===== src/rsq_pkg.sv =====
package rsq_pkg;

  // ****************************************
  // Clock and timing
  // ****************************************
  localparam int unsigned CLK_MHZ          = 50;   // Core clock rate
  localparam int unsigned RST_MIN_TC       = 2;    // Reset width, core periods
  localparam int unsigned SYNC_REL_TC      = 2;    // Reset release delay, core periods
  localparam int unsigned IRQ_LAT_TC       = 10;   // Trigger to handler start
  localparam int unsigned GPO_EXTRA_NS     = 3;    // Fixed output delay past latency
  localparam int unsigned GPO_EXTRA_CYC    = (GPO_EXTRA_NS * CLK_MHZ + 999) / 1000;
  localparam int unsigned STOP_LONG_CYC    = 131072; // 128K core cycles
  localparam int unsigned STOP_SHORT_CYC   = 25;   // Short stop exit
  localparam int unsigned RATE_SLOW_CYC    = 12;   // Peripheral and level lines
  localparam int unsigned RATE_FAST_CYC    = 8;    // Edge and nmi lines
  localparam int unsigned DMA_RD_CYC       = 6;    // Peripheral read
  localparam int unsigned DMA_WR_CYC       = 7;    // Peripheral write
  localparam int unsigned DMA_TMR_CYC      = 2;    // Timer trigger
  localparam int unsigned DMA_EXT_CYC      = 3;    // External trigger
  localparam int unsigned PLL_LOCK_US      = 500;  // Lock wait default

  // ****************************************
  // Register map (APB byte addresses)
  // ****************************************
  localparam logic [7:0] ADDR_CTRL   = 8'h00;  // Mode and pll control bits
  localparam logic [7:0] ADDR_STATUS = 8'h04;  // Sticky events, write one clears
  localparam logic [7:0] ADDR_MASK   = 8'h08;  // Interrupt mask
  localparam logic [7:0] ADDR_STATE  = 8'h0C;  // Live state
  localparam logic [7:0] ADDR_CMD    = 8'h10;  // Stop request, bit zero of the write data

  // Control field positions
  localparam int unsigned CTL_STOP_FAST = 6;   // Stop-delay mode bit
  localparam int unsigned CTL_PLL_KEEP  = 12;  // Keep pll running in stop
  localparam int unsigned CTL_PLL_EN    = 13;  // Pll enabled
  localparam int unsigned CTL_EDGE_LO   = 16;  // Edge mode per line, four bits
  localparam logic [31:0] CTRL_RST      = 32'h0000_0000;

  // Status bits
  localparam int unsigned ST_IRQ_LO   = 0;     // Four line events
  localparam int unsigned ST_NMI      = 4;
  localparam int unsigned ST_WAKE     = 5;
  localparam int unsigned ST_DROP     = 6;     // Request refused by rate limit
  localparam int unsigned ST_W        = 7;

  typedef enum logic [1:0] {RSQ_RUN, RSQ_STOP, RSQ_WAKE} rsq_state_e;

endpackage : rsq_pkg


===== src/rsq_top.sv =====
`timescale 1ns/100ps
// What this block does
// - Release reset two cycles later, after lock
// - Outputs forced to reset value immediately
// - Handler starts ten cycles after trigger
// - Output valid within ten cycles plus delay
// - Stop exit waits 128K or 25 cycles
// - Pll off in stop, relock on wake
// - Bypassed pll adds no wake wait
// - Accept one request per 12 or 8
// - Dma sustains 6,7,2,3 cycle spacing
module rsq_top #(
  parameter int unsigned STOP_LONG = rsq_pkg::STOP_LONG_CYC,
  parameter int unsigned PLL_LOCK  = rsq_pkg::PLL_LOCK_US * rsq_pkg::CLK_MHZ
) (
  // Clock and reset
  input  wire logic        sys_clk,
  input  wire logic        rst,
  input  wire logic        ext_reset_n,
  // Pll
  input  wire logic        pll_locked,
  output logic             pll_power_ff,
  // Interrupt pins
  input  wire logic [3:0]  ext_irq_n,
  input  wire logic        ext_nmi_n,
  // Dma triggers, same clock
  input  wire logic [3:0]  dma_req,
  // Core side
  output logic             core_reset_ff,
  output logic             handler_start_ff,
  output logic [2:0]       handler_src_ff,
  output logic             gpo_ff,
  output logic             dma_grant_ff,
  output logic             stopped_ff,
  // APB
  input  wire logic        psel,
  input  wire logic        penable,
  input  wire logic        pwrite,
  input  wire logic [7:0]  paddr,
  input  wire logic [31:0] pwdata,
  output logic [31:0]      prdata_ff,
  output logic             pready,
  output logic             pslverr,
  output logic             irq_ff
);
  localparam int unsigned CW = 18; // Counter width covers 128K

  // ****************************************
  // Synchronisers
  // ****************************************
  logic [5:0] sync_q;
  rsq_sync #(.W(6)) u_sync (
    .sys_clk (sys_clk),
    .rst     (rst),
    .din     ({~ext_nmi_n, ~ext_irq_n, ~ext_reset_n}),
    .dout    (sync_q)
  );
  logic       pin_rst;   // Reset pin asserted
  logic [3:0] irq_lvl;   // Active high lines
  logic       nmi_lvl;
  assign pin_rst = sync_q[0];
  assign irq_lvl = sync_q[4:1];
  assign nmi_lvl = sync_q[5];

  // ****************************************
  // Reset sequencing
  // ****************************************
  logic [1:0]    rel_cnt_ff, nxt_rel_cnt;
  logic          any_rst;
  logic          lock_ok;
  logic [31:0]   ctrl_ff, nxt_ctrl;
  assign any_rst = rst | pin_rst;
  assign lock_ok = ~ctrl_ff[rsq_pkg::CTL_PLL_EN] | pll_locked;

  // Release counter, restarts on each reset assertion
  always_comb begin
    nxt_rel_cnt = rel_cnt_ff;
    if (any_rst) nxt_rel_cnt = '0;
    else if (rel_cnt_ff < 2'(rsq_pkg::SYNC_REL_TC)) nxt_rel_cnt = rel_cnt_ff + 2'd1;
  end
  always_ff @(posedge sys_clk) begin
    rel_cnt_ff <= nxt_rel_cnt;
  end
  // Core reset output, set without waiting on the counter
  always_ff @(posedge sys_clk) begin
    if (any_rst) core_reset_ff <= 1'b1;
    else if (rel_cnt_ff == 2'(rsq_pkg::SYNC_REL_TC) && lock_ok) core_reset_ff <= 1'b0;
  end

  // ****************************************
  // Request detection and rate limit
  // ****************************************
  logic [4:0] lvl_d_ff;       // Previous sampled levels
  logic [4:0] trig;           // Raw triggers
  logic [3:0] gap_ff, nxt_gap;// Acceptance spacing
  logic [4:0] ev_acc;         // Accepted this cycle
  logic       any_trig;
  logic       edge_mode [5];
  genvar gi;
  generate
    for (gi = 0; gi < 4; gi++) begin : g_line
      assign edge_mode[gi] = ctrl_ff[rsq_pkg::CTL_EDGE_LO + gi];
      // Edge lines fire on assertion, level lines while held
      assign trig[gi] = edge_mode[gi] ? (irq_lvl[gi] & ~lvl_d_ff[gi]) : irq_lvl[gi];
    end
  endgenerate
  assign edge_mode[4] = 1'b1;
  assign trig[4] = nmi_lvl & ~lvl_d_ff[4];
  assign any_trig = |trig;

  // Chosen spacing for the winning source
  function automatic logic [3:0] rate_of(input logic edge_sel);
    rate_of = edge_sel ? 4'(rsq_pkg::RATE_FAST_CYC) : 4'(rsq_pkg::RATE_SLOW_CYC);
  endfunction

  logic [2:0] win;  // Highest priority source, nmi first
  always_comb begin
    win = 3'd0;
    for (int i = 0; i < 5; i++) if (trig[i]) win = 3'(i);
  end
  // Refuse while gap counter runs
  always_comb begin
    ev_acc  = '0;
    nxt_gap = (gap_ff != 4'h0) ? gap_ff - 4'h1 : 4'h0;
    if (any_trig && gap_ff == 4'h0 && !core_reset_ff) begin
      ev_acc[win] = 1'b1;
      nxt_gap = rate_of(edge_mode[win]) - 4'h1;
    end
  end
  always_ff @(posedge sys_clk) begin
    if (rst) begin
      lvl_d_ff <= '0;
      gap_ff   <= '0;
    end else begin
      lvl_d_ff <= {nmi_lvl, irq_lvl};
      gap_ff   <= nxt_gap;
    end
  end

  // ****************************************
  // Latency pipeline to handler and output
  // ****************************************
  logic [3:0] lat_ff, nxt_lat;  // Cycles since acceptance
  logic       lat_run_ff, nxt_lat_run;
  logic [2:0] src_ff, nxt_src;
  always_comb begin
    nxt_lat = lat_ff;
    nxt_lat_run = lat_run_ff;
    nxt_src = src_ff;
    if (|ev_acc && !lat_run_ff) begin
      nxt_lat = 4'h1;
      nxt_lat_run = 1'b1;
      nxt_src = win;
    end else if (lat_run_ff) begin
      if (lat_ff == 4'(rsq_pkg::IRQ_LAT_TC)) nxt_lat_run = 1'b0;
      else nxt_lat = lat_ff + 4'h1;
    end
  end
  always_ff @(posedge sys_clk) begin
    if (core_reset_ff || rst) begin
      lat_ff <= '0;
      lat_run_ff <= 1'b0;
      src_ff <= '0;
      handler_start_ff <= 1'b0;
      handler_src_ff <= '0;
      gpo_ff <= 1'b0;
    end else begin
      lat_ff <= nxt_lat;
      lat_run_ff <= nxt_lat_run;
      src_ff <= nxt_src;
      // Handler fires in the tenth cycle after trigger
      handler_start_ff <= lat_run_ff && lat_ff == 4'(rsq_pkg::IRQ_LAT_TC - 1);
      if (lat_run_ff && lat_ff == 4'(rsq_pkg::IRQ_LAT_TC - 1)) begin
        handler_src_ff <= src_ff;
        gpo_ff <= ~gpo_ff;
      end
    end
  end

  // ****************************************
  // Dma rate
  // ****************************************
  logic [2:0] dgap_ff, nxt_dgap;
  logic [1:0] dsel;
  function automatic logic [2:0] dma_gap(input logic [1:0] k);
    case (k)
      2'd0:    dma_gap = 3'(rsq_pkg::DMA_RD_CYC);
      2'd1:    dma_gap = 3'(rsq_pkg::DMA_WR_CYC);
      2'd2:    dma_gap = 3'(rsq_pkg::DMA_TMR_CYC);
      default: dma_gap = 3'(rsq_pkg::DMA_EXT_CYC);
    endcase
  endfunction
  always_comb begin
    dsel = 2'd0;
    for (int i = 3; i >= 0; i--) if (dma_req[i]) dsel = 2'(i);
    nxt_dgap = (dgap_ff != 3'h0) ? dgap_ff - 3'h1 : 3'h0;
    if (|dma_req && dgap_ff == 3'h0) nxt_dgap = dma_gap(dsel) - 3'h1;
  end
  always_ff @(posedge sys_clk) begin
    if (rst || core_reset_ff) begin
      dgap_ff <= '0;
      dma_grant_ff <= 1'b0;
    end else begin
      dgap_ff <= nxt_dgap;
      dma_grant_ff <= |dma_req && dgap_ff == 3'h0;
    end
  end

  // ****************************************
  // Stop sequencing
  // ****************************************
  rsq_pkg::rsq_state_e st_ff, nxt_st;
  logic [CW-1:0] wcnt_ff, nxt_wcnt;
  logic [CW-1:0] lcnt_ff, nxt_lcnt;   // Lock wait counter
  logic          stop_req;
  logic          wake_ev;
  logic [CW-1:0] delay_need;
  assign delay_need = ctrl_ff[rsq_pkg::CTL_STOP_FAST] ? CW'(rsq_pkg::STOP_SHORT_CYC) : CW'(STOP_LONG);
  always_comb begin
    nxt_st = st_ff;
    nxt_wcnt = wcnt_ff;
    nxt_lcnt = lcnt_ff;
    wake_ev = 1'b0;
    case (st_ff)
      rsq_pkg::RSQ_RUN: begin
        if (stop_req) nxt_st = rsq_pkg::RSQ_STOP;
      end
      rsq_pkg::RSQ_STOP: begin
        nxt_wcnt = '0;
        nxt_lcnt = '0;
        if (irq_lvl[0]) nxt_st = rsq_pkg::RSQ_WAKE;
      end
      rsq_pkg::RSQ_WAKE: begin
        // Dropped request returns to stop
        if (!irq_lvl[0]) nxt_st = rsq_pkg::RSQ_STOP;
        else begin
          if (wcnt_ff < delay_need) nxt_wcnt = wcnt_ff + 1'b1;
          if (lcnt_ff < CW'(PLL_LOCK)) nxt_lcnt = lcnt_ff + 1'b1;
          // Relock only when pll was enabled and powered down
          if (wcnt_ff >= delay_need && (!ctrl_ff[rsq_pkg::CTL_PLL_EN] || ctrl_ff[rsq_pkg::CTL_PLL_KEEP]
              || (pll_locked && lcnt_ff >= CW'(PLL_LOCK)))) begin
            nxt_st = rsq_pkg::RSQ_RUN;
            wake_ev = 1'b1;
          end
        end
      end
      default: nxt_st = rsq_pkg::RSQ_RUN;
    endcase
  end
  always_ff @(posedge sys_clk) begin
    if (any_rst) begin
      st_ff <= rsq_pkg::RSQ_RUN;
      wcnt_ff <= '0;
      lcnt_ff <= '0;
      stopped_ff <= 1'b0;
      pll_power_ff <= 1'b1;
    end else begin
      st_ff <= nxt_st;
      wcnt_ff <= nxt_wcnt;
      lcnt_ff <= nxt_lcnt;
      stopped_ff <= nxt_st != rsq_pkg::RSQ_RUN;
      // Pll powered down in stop unless kept
      pll_power_ff <= !(nxt_st == rsq_pkg::RSQ_STOP && !ctrl_ff[rsq_pkg::CTL_PLL_KEEP]);
    end
  end

  // ****************************************
  // APB registers and interrupt
  // ****************************************
  logic [6:0]  stat_ff, nxt_stat;
  logic [6:0]  mask_ff, nxt_mask;
  logic [6:0]  ev_set;
  logic        wr, rd;
  logic [31:0] nxt_rdata;
  assign wr = psel & penable & pwrite;
  assign rd = psel & ~penable & ~pwrite;  // Loaded in setup so data stands during access
  assign stop_req = wr && paddr == rsq_pkg::ADDR_CMD && pwdata[0];
  assign pready  = 1'b1;   // Zero wait states
  assign pslverr = 1'b0;
  assign ev_set = {any_trig && gap_ff != 4'h0, wake_ev, ev_acc};
  always_comb begin
    nxt_ctrl = ctrl_ff;
    nxt_mask = mask_ff;
    nxt_stat = stat_ff;
    nxt_rdata = prdata_ff;
    if (wr && paddr == rsq_pkg::ADDR_CTRL) nxt_ctrl = pwdata;
    if (wr && paddr == rsq_pkg::ADDR_MASK) nxt_mask = pwdata[6:0];
    if (wr && paddr == rsq_pkg::ADDR_STATUS) nxt_stat = stat_ff & ~pwdata[6:0];
    nxt_stat = nxt_stat | ev_set;   // Set wins over clear
    if (rd) begin
      case (paddr)
        rsq_pkg::ADDR_CTRL:   nxt_rdata = ctrl_ff;
        rsq_pkg::ADDR_STATUS: nxt_rdata = {25'h0, stat_ff};
        rsq_pkg::ADDR_MASK:   nxt_rdata = {25'h0, mask_ff};
        rsq_pkg::ADDR_STATE:  nxt_rdata = {24'h0, pll_locked, core_reset_ff, lat_run_ff, 3'h0, st_ff};
        default:              nxt_rdata = 32'h0; // Unmapped reads zero
      endcase
    end
  end
  always_ff @(posedge sys_clk) begin
    if (rst) begin
      ctrl_ff <= rsq_pkg::CTRL_RST;
      mask_ff <= '0;
      stat_ff <= '0;
      prdata_ff <= '0;
      irq_ff <= 1'b0;
    end else begin
      ctrl_ff <= nxt_ctrl;
      mask_ff <= nxt_mask;
      stat_ff <= nxt_stat;
      prdata_ff <= nxt_rdata;
      irq_ff <= |(nxt_stat & nxt_mask);
    end
  end
endmodule : rsq_top


===== src/rsq_sync.sv =====
`timescale 1ns/100ps
// Three-stage input synchroniser, change counts when stages two and three agree
module rsq_sync #(
  parameter int unsigned W = 1
) (
  // Clock
  input  wire logic         sys_clk,
  input  wire logic         rst,
  // Data
  input  wire logic [W-1:0] din,
  output logic      [W-1:0] dout
);
  logic [W-1:0] s1_ff, s2_ff, s3_ff; // Stages
  logic [W-1:0] q_ff;                // Filtered value

  // ****************************************
  // Stages
  // ****************************************
  always_ff @(posedge sys_clk) begin
    if (rst) begin
      s1_ff <= '0;
      s2_ff <= '0;
      s3_ff <= '0;
      q_ff  <= '0;
    end else begin
      s1_ff <= din;
      s2_ff <= s1_ff;
      s3_ff <= s2_ff;
      // Only agreed bits move, glitch on one stage is ignored
      q_ff  <= (s2_ff & s3_ff) | (q_ff & (s2_ff | s3_ff));
    end
  end
  assign dout = q_ff;
endmodule : rsq_sync


===== config.mk =====
export PLATFORM = sky130hd
export DESIGN_NAME = rsq_top
export DESIGN_NICKNAME = d
export VERILOG_FILES = /design/src/rsq_pkg.sv /design/src/rsq_top.sv /design/src/rsq_sync.sv
export SDC_FILE = /design/constraint.sdc
export NUM_CORES = 1
export LEC_CHECK = 0
export BUFFER_PORTS_ARGS = -buffer_cell sky130_fd_sc_hd__buf_4
export CAP_MARGIN = 25
export CORE_ASPECT_RATIO = 0.9
export CORE_UTILIZATION = 24
export CTS_CLUSTER_DIAMETER = 30
export DETAILED_ROUTE_END_ITERATION = 16
export PLACE_DENSITY_LB_ADDON = 0.05
export SLEW_MARGIN = 10
export SYNTH_ARGS = -nofsm -noshare
export SYNTH_HDL_FRONTEND = slang
export SYNTH_HIERARCHICAL = 1
export SYNTH_SLANG_ARGS = --single-unit

===== constraint.sdc =====
create_clock -name sys_clk -period 2.8 [get_ports sys_clk]
set_clock_uncertainty 0.2 [all_clocks]
set_input_delay 0.28 -clock sys_clk [delete_from_list [all_inputs] [get_ports sys_clk]]
set_output_delay 0.28 -clock sys_clk [all_outputs]
set_load 0.05 [all_outputs]

## After elaboration in Yosys (flattened, before gate mapping)

Index checks and enable logic that the tools add are counted.

- $add $sub $neg: 8
- Magnitude comparators: 8
- Equal/unequal tests: 16
- Mux-type cells: 49
- Bitwise logic cells: 33
- Reductions and logical operators: 43

Operators by type and width:

| operator | count |
|---|---|
| $pmux 32 s4 | 1 |
| $mux 18 | 5 |
| $pmux 18 s2 | 2 |
| $add 18x1->18 const B | 2 |
| $mux 3 | 7 |
| $ge 18x15->1 const B | 1 |
| $ge 18x18->1 | 1 |
| $lt 18x15->1 const B | 1 |
| $lt 18x18->1 | 1 |
| $mux 1 | 17 |
| $eq 8x4->1 const B | 2 |
| $logic_and 1x1->1 | 16 |
| $mux 2 | 8 |
| $and 7x7->7 | 2 |
| $mux 7 | 2 |
| $and 6x6->6 | 2 |
| $not 1->1 | 12 |
| $or 6x6->6 | 2 |
| $reduce_or 5->1 | 2 |
| $and 1x1->1 | 9 |
| $pmux 3 s3 | 1 |
| $eq 4x4->1 const B | 2 |
| $eq 8x3->1 const B | 1 |
| $eq 8x5->1 const B | 1 |
| 36 further kinds | 57 |

- Register bits: 172
- Input bits: 56
- Output and inout port bits: 44

## Depth between registers and ports, before layout

- Depth after elaboration: 16
- Mapped depth: 10
- Depth with buffers taken out: 8

## Modules after synthesis

Netlist, hierarchy kept.

Modules (own cells, without submodules):

| module | times used | cells each | area an instance (um^2) | seq. area each (um^2) |
|---|---|---|---|---|
| rsq_top | 1 | 746 | 6471.2 | 2962.8 |
| rsq_sync | 1 | 62 | 720.7 | 480.5 |

## Worst setup path before layout

No wires, ideal clock.

- Path type: register -> register
- From: reg wcnt_ff[0]
- To: reg wcnt_ff[6]
- Arrival: 2.070 ns
- Required time: 2.472 ns
- Slack: 0.403 ns
- Cell stages (with the launch flop): 11
- Buffers on the path: 2
- Period minus slack after synthesis: 2.397 ns
- Cell sequence: dfxtp_1 > inv_1 > ha_1 > or3b_1 > a21o_1 > a2111o_1 > buf_6 > buf_6 > a21oi_2 > xnor2_1 > nor2_1

- Cells in the longest elaborated chain, start to end: 4
- Elaborated cells on any way between the ends: 7

RTL lines:

| item | line | source |
|---|---|---|
| from (decl) | rsq_top.sv:213 | `logic [CW-1:0] wcnt_ff, nxt_wcnt;` |
| from (signal assigned) | rsq_top.sv:259 | `wcnt_ff <= nxt_wcnt;` |
| $add 18x1->18 | rsq_top.sv:237 | `if (wcnt_ff < delay_need) nxt_wcnt = wcnt_ff + 1'b1;` |
| $mux 18 | rsq_top.sv:237 |  |
| $mux 18 | rsq_top.sv:235 | `if (!irq_lvl[0]) nxt_st = rsq_pkg::RSQ_STOP;` |
| $pmux 18 s2 | rsq_top.sv:224 | `case (st_ff)` |

Several ways; a longest one is shown, not always the timed one. The select of a mux whose other input is x is not followed.
A chain may end at the register's enable or synchronous reset.

## Worst setup path in the final report

- From: reg wcnt_ff[0]
- To: reg wcnt_ff[5]

Same word-level chain as after synthesis.

==> results_dict.tcl <==
set metrics [dict create \
    ys.warnings.count 6 \
    drt-vias-per-instance 4.39 \
    p_sw_w 0.00128 \
    finalWeightedCongestion 0.725 \
    avgRoutedWirePerCell_um 14.9 \
    die_width_um 184 \
    total_die_area_mm2 0.0307 \
    final_layout_size_suffix_gt1_share_pct 20.5 \
    detailedRoute.firstPassIterationCount 5 \
    final_cell_area_mm2 0.00943 \
    synth_area_in_compound_gates_pct 16.0 \
    worst_setup_path_end_kind "register" \
    synth_top_family_by_area "simple AND/OR/NAND/NOR gates" \
    globalRouteMet1Util_pct 19.6 \
    numCtsBuffers 17 \
    cts_hold_buffers 44 \
    cell_internal_pwr_w 0.00383 \
    ys_dominant_reg_cell "sky130_fd_sc_hd__dfxtp_1" \
    cell_row_count 59 \
    grt_pass1_wl_um 32800 \
    multi_input_comb_area_mm2 0.00345 \
    cts.path.max_buffers 2 \
    diodes 0 \
    crit_slowest_cell "sky130_fd_sc_hd__a2111o_1" \
    fmax_mhz 388 \
    route.final.wire_length_um 20400 \
    comb_power_share_pct 7.7 \
    timing.critical_path.from_type "register" \
    timing.final.ws_setup_ns 0.224 \
    timing.critical_path.slowest_cell_delay_ns 0.46 \
    first_global_vias 5936 \
    starting_density_pct 24.7 \
    cts_num_sinks 172 \
    grtUsageMet3_pct 3.95 \
    cp_num_buf_inv 2 \
    grt_util_all_layers_pct 13.7 \
    timing_max_transition_violations_final 0 \
    synth-adder-area-share_pct 2.26 \
    status "finished, final reports clean" \
    post-route-period-util_pct 92.0 \
    postRouteAntennaNets 0 \
    final_hold_viol_count 0 \
    powerDensity_mw_per_mm2 542 \
    yosys.area_share.xor_xnor_pct 3.65 \
    vdd_drop_max_uv 369 \
    worst-endpoint-arrival_ns 2.68 \
    ys_ff_latch 172 \
    clock_tree_from_tritoncts "yes" \
    remaining_drc_errors 0 \
    crit_family "compound AO/OA/AOI/OAI gates" \
    grt_start_max_net_pins 69 \
    p_leak_nw 3.59 \
    io_pins 100 \
    seq_power_share_pct 49.3 \
    gr-total-overflow 0 \
    core_region_area_mm2 0.0292 \
    dr_total_vias 5984 \
    cts.root.buffer_cell "sky130_fd_sc_hd__clkbuf_16" \
    synth-seq-area-share_pct 47.9 \
    htree_levels 4 \
    totalNegativeSetupSlack_ns 0 \
    post_cts.resized_instances 0 \
    syn-num-nets 877 \
    placedCellCount 1286 \
    worst-slew-pin-transition_ns 0.655 \
    clk_pin_slew_worst_paths_ns 0.07 \
    yosys.area_share.simple_pct 22.5 \
    switching_share_pct 25.1 \
    numPortBuffers 97 \
    finalNetCount 1022 \
    synth_async_sr_flop_share_pct 0 \
    final_period_demand_of_the_worst_path_ns 2.58 \
    dp.final_hpwl_um 13800 \
    finalSetupViolations 0 \
    post_synth.cell_area_avg_um2 8.90 \
    path_max_fanout 13 \
    syn-instance-count 808 \
    proportion_of_power_drawn_by_the_clock_network_pct 43.0 \
    globalRouteMet2Util_pct 19.9 \
    synth.area.mux_share_pct 3.34 \
    antenna_found_initial 0 \
    max_slew_margin_pct 56.0 \
    total_of_fill_cells_in_the_finished_design 3064 \
    die_height_um 166 \
    sequential_cell_area_mm2 0.00344 \
    critPathRequiredTime_ns 2.91 \
    max_cap_viol_count 0 \
    hold_path_class "input pin to register" \
    synth.cell_area_mm2 0.00719 \
    place_worst_setup_slack_ns 0.236 \
    clock_insertion_delay_worst_skew_ns 0.43 \
    post_dp_cell_area_mm2 0.00846 \
    edff_count_synth 0 \
    path_cells "inv_1, ha_1, or3b_1, a21o_1, a2111o_1, buf_4, a211oi_2, xnor2_1, nor2_1" \
    setup_repair_after_global_routing_missed_its_margin "false" \
    grt_busiest_layer "met2" \
    setup.worst_path.class "register to register" \
    cts_post_setup_buffers_inserted 0 \
    finish.cell_count_without_fillers 1362 \
    ys_types 62 \
    area.growth.synth_to_final_pct 31.2 \
    detail_route.iter0.violations 293 \
]
[state kept, by name (all words and copies together) (netlist names), 3 cells and up]
signal,count
ctrl_ff,32
u_sync/s1_ff,6
stat_ff,7
dgap_ff,3
src_ff,3
u_sync/s2_ff,6
lat_ff,4
wcnt_ff,18
prdata_ff,32
u_sync/dout,6
lvl_d_ff,5
lcnt_ff,18
gap_ff,4
mask_ff,7
handler_src_ff,3
u_sync/s3_ff,6
[Yosys cell counts (14+ instances only)]
master	number	share of area, %
sky130_fd_sc_hd__clkbuf_1	34	1.8
sky130_fd_sc_hd__nor2b_1	18	1.6
sky130_fd_sc_hd__mux2i_1	15	2.1
sky130_fd_sc_hd__a22oi_1	33	3.4
sky130_fd_sc_hd__xnor2_1	16	1.9
sky130_fd_sc_hd__o21ai_0	21	1.5
sky130_fd_sc_hd__xor2_1	14	1.7
sky130_fd_sc_hd__nand4_1	19	1.7
sky130_fd_sc_hd__inv_1	27	1.4
sky130_fd_sc_hd__nand2_1	98	5.1
sky130_fd_sc_hd__a21oi_1	58	4.0
sky130_fd_sc_hd__dfxtp_1	172	48
sky130_fd_sc_hd__nand3_1	16	1.1
sky130_fd_sc_hd__nor2_1	109	5.7
[power by group through the flow]
stage	clock network [W]	registers, W	logic (W)
floorplan	0	0.00259	0.000171
global placement	0	0.00258	0.000343
detailed placement	0	0.00258	0.000339
CTS	0.00229	0.00252	0.000401
global route	0.00239	0.00253	0.000437
finish	0.00220	0.00252	0.000394
[cell type report]
| cell class | count | share of cell area (%) |
|---|---|---|
| Clock inverter | 13 | 0.995 |
| Multi-Input combinational cell | 564 | 36.6 |
| Clock buffer | 19 | 4.70 |
| Timing Repair Buffer | 171 | 14.9 |
| Tap cell | 396 | 5.25 |
| Sequential cell | 172 | 36.5 |
| Inverter | 27 | 1.07 |
[final timing paths]
| check | slack (ns) | to | cells past startpoint | startpoint |
|---|---|---|---|---|
| max | 0.22 | wcnt_ff[5] | 9 | wcnt_ff[0] |
| min | 0.02 | dgap_ff[2] | 4 | dma_req[2] |
| max reg2reg | 0.22 | wcnt_ff[5] | 9 | wcnt_ff[0] |
| min reg2reg | 0.23 | u_sync/s2_ff[3] | 1 | u_sync/s1_ff[3] |
[cells by family (layout without fill, tap and decap cells)]
| group | after synthesis | count (layout) |
|---|---|---|
| AO/OA/AOI/OAI | 170 | 170 |
| buffers and inverters | 72 | 230 |
| multiplexers | 19 | 19 |
| AND/OR/NAND/NOR | 330 | 330 |
| adder cells (fa/ha/maj) | 13 | 13 |
| flip-flops | 172 | 172 |
| XOR/XNOR | 30 | 30 |
| other | 2 | 2 |
[per-stage QoR]
stage          util (%)  hold WS, ns  power (W)
3_3_place_gp       29.0        0.226    0.00292
2_1_floorplan         -        0.211    0.00276
6_report           32.3       0.0222    0.00511
4_1_cts            32.3      0.00363    0.00521
3_5_place_dp       29.0        0.224    0.00292
5_1_grt            32.3       0.0202    0.00535
[tightest hold or removal path: cells and delay by family]
family	cells	cell delay, ns
and+or+nand+nor	1	0.08
buffers and inverters	1	0.08
AOI/OAI and AO/OA	2	0.15
[cell usage in the layout, fill, tap and decap left out, drive strengths merged, types with 3 or more instances in the layout]
cell / instances
xor2: 14
nor4: 5
nor2b: 25
nand2: 98
nand2b: 7
a31oi: 6
nor3: 8
ha: 13
xnor2: 16
and4: 8
nor2: 109
dlygate4sd3: 44
nand3: 16
a21bo: 5
a21o: 3
and3: 7
mux4: 4
nand4: 20
clkinvlp: 4
dfxtp: 172
buf: 127
or2: 6
a21oi: 64
o21ai: 22
inv: 29
a211oi: 11
a22oi: 33
mux2i: 15
a32oi: 4
clkinv: 7
a21boi: 5
and2b: 4
and3b: 5
clkbuf: 19
o22ai: 4
[routing by layer]
layer	part of all wire, %	vias up
met3	5.2	11
met4	1.0	0
met1	52	2764
li1	-	3093
met5	0	-
met2	42	116
(Power assumes the default switching activity.)
